$ cat src/hw/mfm_pkg.sv
// constants shared by the motor driver fault manager and its helpers
// assumes a single 250 MHz clock; all times below are turned into cycle counts here
package mfm_pkg;
  localparam int CLK_MHZ = 250;
  localparam int CLK_KHZ = 250000;
  localparam int SW_N = 6;
  localparam int HALL_N = 3;
  localparam int TMR_W = 32;
  localparam int ADR_W = 8;
  localparam int DAT_W = 32;

  // register byte offsets
  localparam logic [ADR_W-1:0] ADR_CFG = 8'h00;
  localparam logic [ADR_W-1:0] ADR_CTRL = 8'h04;
  localparam logic [ADR_W-1:0] ADR_STAT = 8'h08;

  // config and control register fields
  localparam int CFG_OVERVOLT_PROTECT_EN = 0;
  localparam int CFG_OVERVOLT_THRESHOLD_SEL = 1;
  localparam int CFG_OVERCURRENT_RESPONSE_SEL = 2;
  localparam int CFG_OVERCURRENT_LEVEL_SEL = 4;
  localparam int CFG_OVERCURRENT_DEGLITCH_SEL = 5;
  localparam int CFG_LOCK_MODE = 6;
  localparam int CFG_LOCK_TDET = 8;
  localparam int CFG_THERMAL_WARN_REPORT_EN = 10;
  localparam int CTRL_CLR = 0;

  // chip status register fields
  localparam int ST_FAULT = 0;
  localparam int ST_PUMP_UV = 1;
  localparam int ST_OVP = 2;
  localparam int ST_OCP = 3;
  localparam int ST_REG_FAULT = 4;
  localparam int ST_REG_OC = 5;
  localparam int ST_STALL = 6;
  localparam int ST_TEMP = 7;
  localparam int ST_OTW = 8;
  localparam int ST_OTS = 9;
  localparam int ST_SERIAL = 10;
  localparam int ST_OCP_SW = 12;

  // response selections, shared by overcurrent and stall
  localparam logic [1:0] RSP_LATCH = 2'h0;
  localparam logic [1:0] RSP_RETRY = 2'h1;
  localparam logic [1:0] RSP_REPORT = 2'h2;
  localparam logic [1:0] RSP_OFF = 2'h3;

  // times as specified, then cycles (least times round up)
  localparam int OVERCURRENT_DEGLITCH_SEL_A_NS = 600;
  localparam int OVERCURRENT_DEGLITCH_SEL_B_NS = 1200;
  localparam int REG_DEG_NS = 1000;
  localparam int OCP_RETRY_US = 5000;
  localparam int REG_RETRY_US = 5000;
  localparam int LOCK_RETRY_MS = 5000;
  localparam int LOCK_HW_MS = 1000;
  localparam int LOCK_T0_MS = 300;
  localparam int LOCK_T1_MS = 500;
  localparam int LOCK_T2_MS = 1000;
  localparam int LOCK_T3_MS = 5000;
  localparam int RST_MAX_US = 20;
  localparam int OVERCURRENT_DEGLITCH_SEL_A_CYC = (OVERCURRENT_DEGLITCH_SEL_A_NS * CLK_MHZ + 999) / 1000;
  localparam int OVERCURRENT_DEGLITCH_SEL_B_CYC = (OVERCURRENT_DEGLITCH_SEL_B_NS * CLK_MHZ + 999) / 1000;
  localparam int REG_DEG_CYC = (REG_DEG_NS * CLK_MHZ + 999) / 1000;
  localparam int OCP_RETRY_CYC = OCP_RETRY_US * CLK_MHZ;
  localparam int REG_RETRY_CYC = REG_RETRY_US * CLK_MHZ;
  localparam int LOCK_RETRY_CYC = LOCK_RETRY_MS * CLK_KHZ;
  localparam int LOCK_HW_CYC = LOCK_HW_MS * CLK_KHZ;
  localparam int LOCK_T0_CYC = LOCK_T0_MS * CLK_KHZ;
  localparam int LOCK_T1_CYC = LOCK_T1_MS * CLK_KHZ;
  localparam int LOCK_T2_CYC = LOCK_T2_MS * CLK_KHZ;
  localparam int LOCK_T3_CYC = LOCK_T3_MS * CLK_KHZ;
  localparam int RST_MAX_CYC = RST_MAX_US * CLK_MHZ;

  // timer slots
  localparam int TMR_OCP = 0;
  localparam int TMR_REG = 1;
  localparam int TMR_LOCK = 2;
  localparam int TMR_OCPR = 3;
  localparam int TMR_LOCKR = 4;
  localparam int TMR_REGR = 5;
  localparam int TMR_SLP = 6;
  localparam int TMR_N = 7;

  localparam logic [1:0] STRAP_WAIT = 2'h3;

  typedef enum logic [2:0] {
    SLP_AWAKE = 3'b001,
    SLP_LOW = 3'b010,
    SLP_ASLEEP = 3'b100
  } mfm_slp_e;
endpackage

$ cat src/hw/mfm_tmr_if.sv
// run/limit/expired bundle between the fault manager and one interval timer
// assumes both ends share clk_i
`timescale 1ns/1ns
`default_nettype none
interface mfm_tmr_if;
  logic run;
  logic [mfm_pkg::TMR_W-1:0] limit;
  logic expired;
  modport ctl (output run, output limit, input expired);
  modport tmr (input run, input limit, output expired);
endinterface
`default_nettype wire

$ cat src/hw/mfm_sync.sv
// two-flop synchroniser for a vector of asynchronous pins
// assumes each bit is an independent level; no bus coherence is implied
`timescale 1ns/1ns
`default_nettype none
module mfm_sync #(
  parameter int W = 1,
  parameter logic [W-1:0] RST_VAL = '0
) (
  // clock and reset
  input wire logic clk_i,
  input wire logic rst_i,
  input wire logic ce_i,
  // data
  input wire logic [W-1:0] d_i,
  output logic [W-1:0] q_o
);
  typedef struct packed {
    logic [W-1:0] s1;
    logic [W-1:0] s2;
  } mfm_sync_s;

  mfm_sync_s s_q;
  mfm_sync_s s_d;

  // first stage feeds only the second
  always_comb
  begin
    s_d.s1 = d_i;
    s_d.s2 = s_q.s1;
  end

  always_ff @(posedge clk_i)
  begin
    if (rst_i)
    begin
      s_q <= '{s1: RST_VAL, s2: RST_VAL};
    end
    else if (ce_i)
    begin
      s_q <= s_d;
    end
  end

  assign q_o = s_q.s2;
endmodule // mfm_sync
`default_nettype wire

$ cat src/hw/mfm_timer.sv
// interval counter: expired rises after limit consecutive cycles of run
// assumes limit >= 1; dropping run restarts the count from zero
`timescale 1ns/1ns
`default_nettype none
module mfm_timer
  import mfm_pkg::*;
(
  // clock and reset
  input wire logic clk_i,
  input wire logic rst_i,
  input wire logic ce_i,
  // control
  mfm_tmr_if.tmr bus
);
  typedef struct packed {
    logic [TMR_W-1:0] cnt;
    logic exp;
  } mfm_tmr_s;

  mfm_tmr_s s_q;
  mfm_tmr_s s_d;

  always_comb
  begin
    s_d = '0;
    if (bus.run)
    begin
      s_d.cnt = (s_q.cnt == '1) ? s_q.cnt : s_q.cnt + 1'b1;
      s_d.exp = (s_q.cnt >= bus.limit - 1'b1);
    end
  end

  always_ff @(posedge clk_i)
  begin
    if (rst_i)
    begin
      s_q <= '0;
    end
    else if (ce_i)
    begin
      s_q <= s_d;
    end
  end

  assign bus.expired = s_q.exp;
endmodule // mfm_timer
`default_nettype wire

$ cat src/hw/mfm_fault_mgr.sv
// fault manager of a three-phase motor driver with a wishbone register port
// assumes comparator pins are asynchronous and hysteresis lives in the analog monitors
`timescale 1ns/1ns
`default_nettype none

module mfm_fault_mgr
  import mfm_pkg::*;
#(
  parameter int unsigned OCP_RETRY_CYC_P = mfm_pkg::OCP_RETRY_CYC,
  parameter int unsigned REG_RETRY_CYC_P = mfm_pkg::REG_RETRY_CYC,
  parameter int unsigned LOCK_RETRY_CYC_P = mfm_pkg::LOCK_RETRY_CYC,
  parameter int unsigned LOCK_HW_CYC_P = mfm_pkg::LOCK_HW_CYC,
  parameter int unsigned LOCK_T0_CYC_P = mfm_pkg::LOCK_T0_CYC,
  parameter int unsigned LOCK_T1_CYC_P = mfm_pkg::LOCK_T1_CYC,
  parameter int unsigned LOCK_T2_CYC_P = mfm_pkg::LOCK_T2_CYC,
  parameter int unsigned LOCK_T3_CYC_P = mfm_pkg::LOCK_T3_CYC,
  parameter int unsigned RST_MAX_CYC_P = mfm_pkg::RST_MAX_CYC
) (
  // clock, reset, enable
  input wire logic clk_i,
  input wire logic rst_i,
  input wire logic ce_i,
  // wishbone slave
  input wire logic wb_cyc_i,
  input wire logic wb_stb_i,
  input wire logic wb_we_i,
  input wire logic [mfm_pkg::ADR_W-1:0] wb_adr_i,
  input wire logic [3:0] wb_sel_i,
  input wire logic [mfm_pkg::DAT_W-1:0] wb_dat_i,
  output logic [mfm_pkg::DAT_W-1:0] wb_dat_o,
  output logic wb_ack_o,
  // pins and monitors
  input wire logic sleep_n_pin_i,
  input wire logic serial_variant_i,
  input wire logic pump_undervolt_i,
  input wire logic ovp_low_trip_i,
  input wire logic ovp_high_trip_i,
  input wire logic [mfm_pkg::SW_N-1:0] oc_low_trip_i,
  input wire logic [mfm_pkg::SW_N-1:0] oc_high_trip_i,
  input wire logic reg_oc_i,
  input wire logic [mfm_pkg::HALL_N-1:0] hall_i,
  input wire logic thermal_warn_i,
  input wire logic tsd_switch_i,
  input wire logic tsd_die_i,
  // power stage enables and fault pin
  output logic switch_en_o,
  output logic pump_en_o,
  output logic reg_en_o,
  output logic fault_out_n_o
);
  typedef struct packed {
    mfm_slp_e slp;
    logic [1:0] strap_cnt;
    logic serial;
    logic overvolt_protect_en;
    logic overvolt_threshold_sel;
    logic [1:0] overcurrent_response_sel;
    logic overcurrent_level_sel;
    logic overcurrent_deglitch_sel;
    logic [1:0] lock_mode;
    logic [1:0] lock_tdet;
    logic thermal_warn_report_en;
    logic f_sum;
    logic f_pump;
    logic f_ovp;
    logic f_ocp;
    logic [SW_N-1:0] f_ocp_sw;
    logic f_reg;
    logic f_reg_oc;
    logic f_stall;
    logic f_temp;
    logic f_otw;
    logic f_ots;
    logic ocp_hold;
    logic ocp_retry;
    logic ocp_rep;
    logic lock_hold;
    logic lock_retry;
    logic lock_rep;
    logic reg_retry;
    logic [HALL_N-1:0] hall_prev;
    logic sw_en;
    logic pump_en;
    logic reg_en;
    logic fault_n;
    logic ack;
    logic [DAT_W-1:0] dat;
  } mfm_state_s;

  localparam mfm_state_s ST_RESET = '{slp: SLP_AWAKE, fault_n: 1'b1, default: '0};
  localparam int SYNC_W = 2 * SW_N + HALL_N + 9;

  mfm_state_s s_q;
  mfm_state_s s_d;

  // synchronised pins
  logic [SYNC_W-1:0] pins_s;
  logic sleep_n_s, serial_s, pump_s, ovp_lo_s, ovp_hi_s, reg_oc_s, otw_s, tsdf_s, tsdd_s;
  logic [SW_N-1:0] oc_lo_s, oc_hi_s;
  logic [HALL_N-1:0] hall_s;

  // sleep input idles high so reset does not look like a sleep request
  mfm_sync #(
    .W(SYNC_W),
    .RST_VAL({1'b1, {(SYNC_W-1){1'b0}}})
  ) u_sync (
    .clk_i(clk_i),
    .rst_i(rst_i),
    .ce_i(ce_i),
    .d_i({sleep_n_pin_i, serial_variant_i, pump_undervolt_i, ovp_low_trip_i, ovp_high_trip_i,
          oc_low_trip_i, oc_high_trip_i, reg_oc_i, hall_i, thermal_warn_i, tsd_switch_i,
          tsd_die_i}),
    .q_o(pins_s)
  );
  assign {sleep_n_s, serial_s, pump_s, ovp_lo_s, ovp_hi_s, oc_lo_s, oc_hi_s, reg_oc_s, hall_s,
          otw_s, tsdf_s, tsdd_s} = pins_s;

  // effective configuration; pin variant ignores software settings
  logic ser, awake, ovp_on, ovp_in, oc_any, hall_edge;
  logic [1:0] overcurrent_response_sel_e, lock_mode_e;
  logic [SW_N-1:0] oc_vec;
  logic [TMR_W-1:0] lock_lim;

  assign ser = s_q.serial;
  assign awake = (s_q.slp != SLP_ASLEEP);
  assign overcurrent_response_sel_e = ser ? s_q.overcurrent_response_sel : RSP_LATCH;
  assign lock_mode_e = ser ? s_q.lock_mode : RSP_LATCH;
  assign ovp_on = ~ser | s_q.overvolt_protect_en;
  assign ovp_in = (ser & ~s_q.overvolt_threshold_sel) ? ovp_lo_s : ovp_hi_s;
  assign oc_vec = (ser & ~s_q.overcurrent_level_sel) ? oc_lo_s : oc_hi_s;
  assign oc_any = |oc_vec;
  assign hall_edge = (hall_s != s_q.hall_prev);

  always_comb
  begin
    case (s_q.lock_tdet)
      2'h0: lock_lim = TMR_W'(LOCK_T0_CYC_P);
      2'h1: lock_lim = TMR_W'(LOCK_T1_CYC_P);
      2'h2: lock_lim = TMR_W'(LOCK_T2_CYC_P);
      default: lock_lim = TMR_W'(LOCK_T3_CYC_P);
    endcase
  end

  // interval timers; all stop and clear while asleep
  logic [TMR_N-1:0] run;
  logic [TMR_N-1:0] expd;
  logic [TMR_W-1:0] lim [TMR_N];

  assign run[TMR_OCP] = awake & s_q.sw_en & oc_any & (overcurrent_response_sel_e != RSP_OFF);
  assign run[TMR_REG] = awake & s_q.reg_en & reg_oc_s;
  // any hall transition restarts the stall count
  assign run[TMR_LOCK] = awake & s_q.sw_en & ~hall_edge & ~s_q.lock_rep
                         & (lock_mode_e != RSP_OFF);
  assign run[TMR_OCPR] = awake & s_q.ocp_retry;
  assign run[TMR_LOCKR] = awake & s_q.lock_retry;
  assign run[TMR_REGR] = awake & s_q.reg_retry;
  assign run[TMR_SLP] = (s_q.slp == SLP_LOW);
  assign lim[TMR_OCP] = TMR_W'((ser & s_q.overcurrent_deglitch_sel) ? OVERCURRENT_DEGLITCH_SEL_B_CYC : OVERCURRENT_DEGLITCH_SEL_A_CYC);
  assign lim[TMR_REG] = TMR_W'(REG_DEG_CYC);
  assign lim[TMR_LOCK] = ser ? lock_lim : TMR_W'(LOCK_HW_CYC_P);
  assign lim[TMR_OCPR] = TMR_W'(OCP_RETRY_CYC_P);
  assign lim[TMR_LOCKR] = TMR_W'(LOCK_RETRY_CYC_P);
  assign lim[TMR_REGR] = TMR_W'(REG_RETRY_CYC_P);
  assign lim[TMR_SLP] = TMR_W'(RST_MAX_CYC_P);

  mfm_tmr_if tif [TMR_N] ();

  for (genvar g = 0; g < TMR_N; g++)
  begin : g_tmr
    assign tif[g].run = run[g];
    assign tif[g].limit = lim[g];
    assign expd[g] = tif[g].expired;
    mfm_timer u_tmr (
      .clk_i(clk_i),
      .rst_i(rst_i),
      .ce_i(ce_i),
      .bus(tif[g])
    );
  end

  // next-state logic
  logic bus_req, cmd_clr, slp_pulse, clr;
  logic pump_act, ovp_act, tsd_any, ocp_evt, reg_evt, lock_evt;
  logic [DAT_W-1:0] cfg_word, stat_word;
  mfm_state_s keep;

  always_comb
  begin
    s_d = s_q;
    keep = s_q;
    bus_req = wb_cyc_i & wb_stb_i & ~s_q.ack;
    cmd_clr = 1'b0;
    slp_pulse = 1'b0;
    cfg_word = '0;
    stat_word = '0;

    // strap sampled once the synchroniser has settled
    if (s_q.strap_cnt != STRAP_WAIT)
    begin
      s_d.strap_cnt = s_q.strap_cnt + 2'h1;
      if (s_q.strap_cnt == STRAP_WAIT - 2'h1)
      begin
        s_d.serial = serial_s;
      end
    end

    // sleep pin: short low is a clear, long low is sleep
    case (s_q.slp)
      SLP_AWAKE:
      begin
        if (!sleep_n_s)
        begin
          s_d.slp = SLP_LOW;
        end
      end
      SLP_LOW:
      begin
        if (sleep_n_s)
        begin
          s_d.slp = SLP_AWAKE;
          slp_pulse = 1'b1;
        end
        else if (expd[TMR_SLP])
        begin
          s_d.slp = SLP_ASLEEP;
        end
      end
      SLP_ASLEEP:
      begin
        if (sleep_n_s)
        begin
          s_d.slp = SLP_AWAKE;
        end
      end
      default:
      begin
        s_d.slp = SLP_AWAKE;
      end
    endcase

    // register port; one wait state, unmapped reads return zero
    cfg_word[CFG_OVERVOLT_PROTECT_EN] = s_q.overvolt_protect_en;
    cfg_word[CFG_OVERVOLT_THRESHOLD_SEL] = s_q.overvolt_threshold_sel;
    cfg_word[CFG_OVERCURRENT_RESPONSE_SEL +: 2] = s_q.overcurrent_response_sel;
    cfg_word[CFG_OVERCURRENT_LEVEL_SEL] = s_q.overcurrent_level_sel;
    cfg_word[CFG_OVERCURRENT_DEGLITCH_SEL] = s_q.overcurrent_deglitch_sel;
    cfg_word[CFG_LOCK_MODE +: 2] = s_q.lock_mode;
    cfg_word[CFG_LOCK_TDET +: 2] = s_q.lock_tdet;
    cfg_word[CFG_THERMAL_WARN_REPORT_EN] = s_q.thermal_warn_report_en;
    stat_word[ST_FAULT] = s_q.f_sum;
    stat_word[ST_PUMP_UV] = s_q.f_pump;
    stat_word[ST_OVP] = s_q.f_ovp;
    stat_word[ST_OCP] = s_q.f_ocp;
    stat_word[ST_REG_FAULT] = s_q.f_reg;
    stat_word[ST_REG_OC] = s_q.f_reg_oc;
    stat_word[ST_STALL] = s_q.f_stall;
    stat_word[ST_TEMP] = s_q.f_temp;
    stat_word[ST_OTW] = s_q.f_otw;
    stat_word[ST_OTS] = s_q.f_ots;
    stat_word[ST_SERIAL] = s_q.serial;
    stat_word[ST_OCP_SW +: SW_N] = s_q.f_ocp_sw;
    s_d.ack = bus_req;
    s_d.dat = '0;
    if (bus_req && wb_we_i)
    begin
      if (wb_adr_i == ADR_CFG && wb_sel_i[0])
      begin
        s_d.overvolt_protect_en = wb_dat_i[CFG_OVERVOLT_PROTECT_EN];
        s_d.overvolt_threshold_sel = wb_dat_i[CFG_OVERVOLT_THRESHOLD_SEL];
        s_d.overcurrent_response_sel = wb_dat_i[CFG_OVERCURRENT_RESPONSE_SEL +: 2];
        s_d.overcurrent_level_sel = wb_dat_i[CFG_OVERCURRENT_LEVEL_SEL];
        s_d.overcurrent_deglitch_sel = wb_dat_i[CFG_OVERCURRENT_DEGLITCH_SEL];
        s_d.lock_mode = wb_dat_i[CFG_LOCK_MODE +: 2];
      end
      if (wb_adr_i == ADR_CFG && wb_sel_i[1])
      begin
        s_d.lock_tdet = wb_dat_i[CFG_LOCK_TDET +: 2];
        s_d.thermal_warn_report_en = wb_dat_i[CFG_THERMAL_WARN_REPORT_EN];
      end
      if (wb_adr_i == ADR_CTRL && wb_sel_i[0])
      begin
        cmd_clr = wb_dat_i[CTRL_CLR];
      end
    end
    else if (bus_req)
    begin
      if (wb_adr_i == ADR_CFG)
      begin
        s_d.dat = cfg_word;
      end
      else if (wb_adr_i == ADR_STAT)
      begin
        s_d.dat = stat_word;
      end
    end

    // conditions and events
    clr = cmd_clr | slp_pulse;
    pump_act = awake & pump_s;
    ovp_act = awake & ovp_on & ovp_in;
    tsd_any = awake & (tsdf_s | tsdd_s);
    ocp_evt = expd[TMR_OCP];
    reg_evt = expd[TMR_REG];
    lock_evt = expd[TMR_LOCK];

    // overcurrent response
    s_d.ocp_hold = (s_q.ocp_hold & ~(clr & ~oc_any))
                   | (ocp_evt & (overcurrent_response_sel_e == RSP_LATCH));
    s_d.ocp_retry = (s_q.ocp_retry & ~expd[TMR_OCPR])
                    | (ocp_evt & (overcurrent_response_sel_e == RSP_RETRY));
    s_d.ocp_rep = (s_q.ocp_rep & ~clr) | (ocp_evt & (overcurrent_response_sel_e == RSP_REPORT));
    // stall response
    s_d.lock_hold = (s_q.lock_hold & ~clr) | (lock_evt & (lock_mode_e == RSP_LATCH));
    s_d.lock_retry = (s_q.lock_retry & ~expd[TMR_LOCKR])
                     | (lock_evt & (lock_mode_e == RSP_RETRY));
    s_d.lock_rep = (s_q.lock_rep & ~clr) | (lock_evt & (lock_mode_e == RSP_REPORT));
    s_d.reg_retry = (s_q.reg_retry & ~expd[TMR_REGR]) | reg_evt;

    // sticky flags; a new event wins over a clear in the same cycle
    s_d.f_pump = (s_q.f_pump & ~clr) | pump_act;
    s_d.f_ovp = (s_q.f_ovp & ~clr) | ovp_act;
    s_d.f_ocp = (s_q.f_ocp & ~clr) | ocp_evt;
    s_d.f_ocp_sw = (s_q.f_ocp_sw & ~{SW_N{clr}}) | ({SW_N{ocp_evt}} & oc_vec);
    s_d.f_reg = (s_q.f_reg & ~expd[TMR_REGR]) | reg_evt;
    s_d.f_reg_oc = (s_q.f_reg_oc & ~expd[TMR_REGR]) | reg_evt;
    s_d.f_stall = (s_q.f_stall & ~clr & ~expd[TMR_LOCKR]) | lock_evt;
    s_d.f_otw = (s_q.f_otw & ~(clr & ~otw_s)) | (awake & otw_s);
    s_d.f_ots = (s_q.f_ots & ~clr) | tsd_any;
    s_d.f_temp = (s_q.f_temp & ~(clr & ~otw_s & ~tsd_any)) | tsd_any | (awake & otw_s);
    // regulator or stall retry expiry drops the summary unless a pump, overvoltage, overcurrent or shutdown flag remains
    s_d.f_sum = (s_q.f_sum & ~clr
                 & ~((expd[TMR_REGR] | expd[TMR_LOCKR])
                     & ~(s_q.f_pump | s_q.f_ovp | s_q.f_ocp | s_q.f_ots)))
                | pump_act | ovp_act | ocp_evt | reg_evt | lock_evt | tsd_any;
    s_d.hall_prev = hall_s;

    // power stage gating, from next state so outputs act with the flags
    s_d.sw_en = awake & ~pump_act & ~ovp_act & ~s_d.ocp_hold & ~s_d.ocp_retry
                & ~s_d.lock_hold & ~s_d.lock_retry & ~tsd_any;
    s_d.pump_en = awake & ~tsd_any;
    s_d.reg_en = awake & ~s_d.reg_retry & ~(awake & tsdd_s);
    s_d.fault_n = ~(pump_act | ovp_act | s_d.ocp_hold | s_d.ocp_retry | s_d.ocp_rep
                    | s_d.lock_hold | s_d.lock_retry | s_d.lock_rep | s_d.reg_retry
                    | tsd_any | (awake & otw_s & ser & s_q.thermal_warn_report_en));

    // asleep: settings and flags back to defaults, bus still answers
    if (s_q.slp == SLP_ASLEEP)
    begin
      keep = s_d;
      s_d = ST_RESET;
      s_d.slp = keep.slp;
      s_d.strap_cnt = keep.strap_cnt;
      s_d.serial = keep.serial;
      s_d.hall_prev = keep.hall_prev;
      s_d.ack = keep.ack;
      s_d.dat = keep.dat;
    end
  end

  always_ff @(posedge clk_i)
  begin
    if (rst_i)
    begin
      s_q <= ST_RESET;
    end
    else if (ce_i)
    begin
      s_q <= s_d;
    end
  end

  assign wb_dat_o = s_q.dat;
  assign wb_ack_o = s_q.ack;
  assign switch_en_o = s_q.sw_en;
  assign pump_en_o = s_q.pump_en;
  assign reg_en_o = s_q.reg_en;
  assign fault_out_n_o = s_q.fault_n;
endmodule // mfm_fault_mgr
`default_nettype wire

$ cat config.mk
export PLATFORM = sky130hd
export DESIGN_NAME = mfm_fault_mgr
export DESIGN_NICKNAME = d
export VERILOG_FILES = /design/src/hw/mfm_pkg.sv /design/src/hw/mfm_tmr_if.sv /design/src/hw/mfm_sync.sv /design/src/hw/mfm_timer.sv /design/src/hw/mfm_fault_mgr.sv
export SDC_FILE = /design/constraint.sdc
export NUM_CORES = 1
export LEC_CHECK = 0
export BUFFER_PORTS_ARGS = -buffer_cell sky130_fd_sc_hd__buf_2
export CAP_MARGIN = 20
export CORE_MARGIN = 2
export CORE_UTILIZATION = 35
export DETAILED_ROUTE_END_ITERATION = 8
export SLEW_MARGIN = 20
export SYNTH_ARGS = -nofsm -noshare
export SYNTH_HDL_FRONTEND = slang
export SYNTH_SLANG_ARGS = --single-unit
export TNS_END_PERCENT = 10
$ cat constraint.sdc
create_clock -name clk_i -period 2.6 [get_ports clk_i]
set_input_delay 0.13 -clock clk_i [delete_from_list [all_inputs] [get_ports clk_i]]
set_output_delay 0.13 -clock clk_i [all_outputs]
set_load 0.1 [all_outputs]
==> metrics.md <==
| Metric | Value |
|---|---|
| Largest family of logic cells by synthesized area | `simple AND/OR/NAND/NOR gates` |
| Flop pwr share | `45.3%` |
| DR WL met2 | `20900 um` |
| Die area | `51400 um2` |
| Met1 Wirelength | `21800 um` |
| Slowest cell on crit path | `or4_1` |
| Peak supply drop | `0.459 mV` |
| Utilization after layout | `41.9%` |
| Syn. warnings | `0` |
| Num CTS Buffers | `38` |
| Crit-path cells | `inv_2 -> ha_2 -> o211ai_1 -> ha_1 -> ha_4 -> nand4_1 -> o21ai_1 -> a21o_1 -> a21oi_1 -> or4_1 -> a311oi_1` |
| Clock skew | `0.0230 ns` |
| Pint | `9120 uW` |
| Via Count | `15435` |
| Ys async rst share | `0%` |
| Die height | `227 um` |
| Routed Antenna Nets | `0` |
| LEAKAGE | `0.00743 uW` |
| Combinational Power Share | `5.3%` |
| Reg-to-reg critical path startpoint | `cfg_word[8]` |
| Failing checks | `setup timing` |
| Sequential share of the synthesized area | `39.7%` |
| Pre-Repair DR Iteration Count | `5` |
| Setup crit start kind | `flip-flop` |
| Max-Cap Viols | `0` |
| Drt via density | `5.33` |
| R2r endpoint | `g_tmr[2].u_tmr.bus.expired` |
| Final setup fails | `1` |
| Std cell rows | `81` |
| Area occupied by multi-input gates | `9780 um2` |
| H-tree Lvls | `2` |
| Largest net degree at the start of global routing | `52` |
| Hold Crit Depth | `3` |
| Post-synth EDFFs | `0` |
| Hpwl dp | `32200 um` |
| Cell variety after synth | `72` |
| Syn_area_per_cell | `8.35 um2` |
| Clock power frac | `49.3%` |
| Setup slack after layout | `-0.0700 ns` |
| Final Hold Viols | `0` |
| Storage cell area | `6890 um2` |
| Design Area, Final | `20500 um2` |
| Met3 WL | `1900 um` |
| Critical path fanouts, max | `5` |
| Initial Util | `35.5%` |
| Gr usage total | `17.5%` |
| Initial detailed-routing violation count | `979` |
| Critical Path End Type | `flip-flop` |
| RSZ-0062 raised after global routing | `true` |
| CP startpoint | `cfg_word[8]` |
| Worst Setup EP | `g_tmr[2].u_tmr.bus.expired` |
| R2R Setup Slk | `-0.07 ns` |
| Synth Area in Compound Gates | `10.6%` |
| Power density over cell area | `578 nW/um2` |
| Die width | `227 um` |
| Area grow syn2layout | `18.0%` |
| # IOs | `111` |
| Sw Pwr | `2740 uW` |
| Clk Latency, worst-skew pair | `0.56 ns` |
| Worst EP arrival | `3.13 ns` |
| Root buffer cell | `clkbuf_16` |
| Fraction of layout cells with a size suffix above 1 | `11.6%` |
| # clock sinks | `344` |
| Nets | `2328` |
| Clock-pin slew on the worst setup and hold paths | `0.06 ns` |
| XOR/XNOR Fraction of Synth Area | `9.03%` |
| Sw Ratio | `23.1%` |
| Wire per inst | `15.7 um` |
| Post-Synth Simple-Gate Area | `28.5%` |
| Post-route DRC violation count | `0` |
| Fmax | `375 MHz` |
| Core area | `49000 um2` |
| Remaining Overflow, GRT | `0` |
| Class of the tightest hold or removal check | `input pin to flip-flop` |
| Multiplexer area fraction after synthesis | `3.86%` |
| CTS Buffer Depth | `3` |
| First-pass GRT wire length | `74300 um` |
| Vias in the first global route | `14545` |
| #FFs+latches synth | `344` |
| Crit-path max cell delay | `0.47 ns` |
| Initial antenna violation count | `2` |
| Total Neg Setup Slack | `-0.0700 ns` |
| Synth Area in Adders | `3.60%` |
| Gpl congestion | `0.864` |
| Worst path required time | `3.06 ns` |
| Fin. max-slew vios | `0` |
| Final WL | `45600 um` |
| Worst Setup Path Type | `flip-flop to flip-flop` |
| Synth Flop Type | `dfxtp_1` |
| Max Used Layer | `met5` |
| Post-placement cell area | `18700 um2` |
| Worst Tran Pin Value | `0.995 ns` |
| Synthesized cell area | `17400 um2` |
| # fillers | `4883` |
| Port bufs | `72` |
| Slew HR | `33.6%` |
| Post-synthesis instance total | `2081` |
| TritonCTS clock tree | `built` |
| Worst Reg-to-Reg Cells | `11` |
| Outcome | `finished with violations` |
| Crit share post-route | `103%` |
| Final min period | `2.67 ns` |
-- stage by stage --
step	total power, uW	hold WS [ns]	setup slack (ns)	instances
finish	11900	0.0301	-0.0700	2897
global route	12200	0.0360	-0.234	2897
CTS	12000	0.0132	-0.0548	2896
detailed placement	6080	0.376	-0.167	2789
global placement	6070	0.368	-0.0914	2789
floorplan	5900	0.252	0.00639	2095
-- flip-flops by register name, indices dropped and copies added (netlist names) --
name and flops:
g_tmr.u_tmr.s_q 224, s_q 31, u_sync.q_o 24, u_sync.s_d 24, wb_dat_o 17, cfg_word 11
g_tmr.u_tmr.bus.expired 7, fault_out_n_o 1, pump_en_o 1, reg_en_o 1, ser 1, switch_en_o 1
wb_ack_o 1
-- final cells by class --
type / instances / share of cell area [%]
Timing Repair Buffer: 200 / 7.21
Multi-Input combinational cell: 1581 / 47.7
Tap cell: 664 / 4.05
Clock buffer: 55 / 5.64
Inverter: 39 / 0.714
Sequential cell: 344 / 33.6
Antenna cell: 1 / 0.0122
Clock inverter: 13 / 1.05
-- synth_stat cells, types with 22 or more instances --
cell / number / area share (%)
and3_1: 37 / 1.3
mux2i_1: 67 / 3.9
xnor2_1: 81 / 4.1
clkbuf_1: 70 / 1.5
nand4_1: 101 / 3.6
nor4_1: 56 / 2.0
nand3_1: 99 / 2.9
or3_1: 22 / 0.79
nor3_1: 60 / 1.7
ha_1: 50 / 3.6
dfxtp_1: 344 / 40
inv_1: 39 / 0.84
o21ai_0: 75 / 2.2
xor2_1: 98 / 4.9
and4_1: 29 / 1.5
nand2_1: 188 / 4.1
a21oi_1: 86 / 2.5
nor2_1: 291 / 6.3
buf_4: 34 / 1.5
-- worst min-delay path by stage --
stage | start | endpoint
floorplan | sleep_n_pin_i | u_sync.s_d[23]
global placement | oc_high_trip_i[2] | u_sync.s_d[9]
detailed placement | sleep_n_pin_i | u_sync.s_d[23]
CTS | ce_i | g_tmr[0].u_tmr.s_q[3]
global route | ce_i | g_tmr[0].u_tmr.s_q[2]
finish | ce_i | g_tmr[2].u_tmr.s_q[3]
-- worst max-delay path, delay by kind of cell, from the launching register on --
| family | cells | cell delay [ns] |
|---|---|---|
| flip-flops | 1 | 0.39 |
| adder cells (fa/ha/maj) | 3 | 0.78 |
| buffers and inverters | 1 | 0.05 |
| AND/OR/NAND/NOR | 2 | 0.56 |
| AO/OA/AOI/OAI | 5 | 0.82 |
-- layout by cell type (no fill, tap or decap), types with 8 or more instances in the layout --
cell | Yosys | final
o211ai_1 | 11 | 11
clkbuf_8 | 0 | 12
nor2b_1 | 8 | 8
xor2_1 | 98 | 98
a211oi_1 | 14 | 14
a22o_1 | 9 | 9
dfxtp_1 | 344 | 342
mux2i_1 | 67 | 67
inv_1 | 39 | 36
or4_1 | 17 | 17
ha_1 | 50 | 46
nand2_1 | 188 | 187
conb_1 | 2 | 16
o31ai_1 | 11 | 11
and4_1 | 29 | 29
buf_2 | 18 | 70
nand4_1 | 101 | 101
nand3_1 | 99 | 99
and3_1 | 37 | 37
a31oi_1 | 14 | 14
nor3_1 | 60 | 59
nor4_1 | 56 | 55
and2_1 | 12 | 12
xnor2_1 | 81 | 81
nor2_1 | 291 | 290
nand2b_1 | 10 | 10
a21o_1 | 12 | 12
clkbuf_16 | 0 | 39
a21oi_1 | 86 | 85
dlygate4sd3_1 | 0 | 38
or3_1 | 22 | 22
buf_4 | 34 | 86
o21ai_0 | 75 | 74
nand4b_1 | 8 | 8
-- cell families after synthesis --
logic type / after synthesis
AND/OR/NAND/NOR: 976
flip-flops: 344
buffers and inverters: 170
other: 2
multiplexers: 67
XOR/XNOR: 179
adder cells (fa/ha/maj): 50
AO/OA/AOI/OAI: 293
-- power groups by stage --
stage	registers, uW	clock network [uW]	logic, uW
6_report	5370	5850	634
5_1_grt	5380	6190	678
4_1_cts	5370	5980	634
3_5_place_dp	5490	0	591
3_3_place_gp	5490	0	584
2_1_floorplan	5510	0	394
-- per-layer routing --
metal / vias up / global-route usage (%)
met5: - / 0
met3: 71 / 2.46
li1: 7643 / -
met2: 317 / 28.6
met4: 2 / 5.01
met1: 7402 / 23.9
-- timing repair --
| action | CTS | global route |
|---|---|---|
| hold endpoints to repair | 35 | 0 |
| resized for setup | 12 | 0 |
| pin swaps | 7 | 0 |
| buffers inserted | 1 | 0 |
| endpoints found under the setup margin | 1 | 1 |
| hold buffers | 38 | 0 |
(Power assumes the default switching activity.)
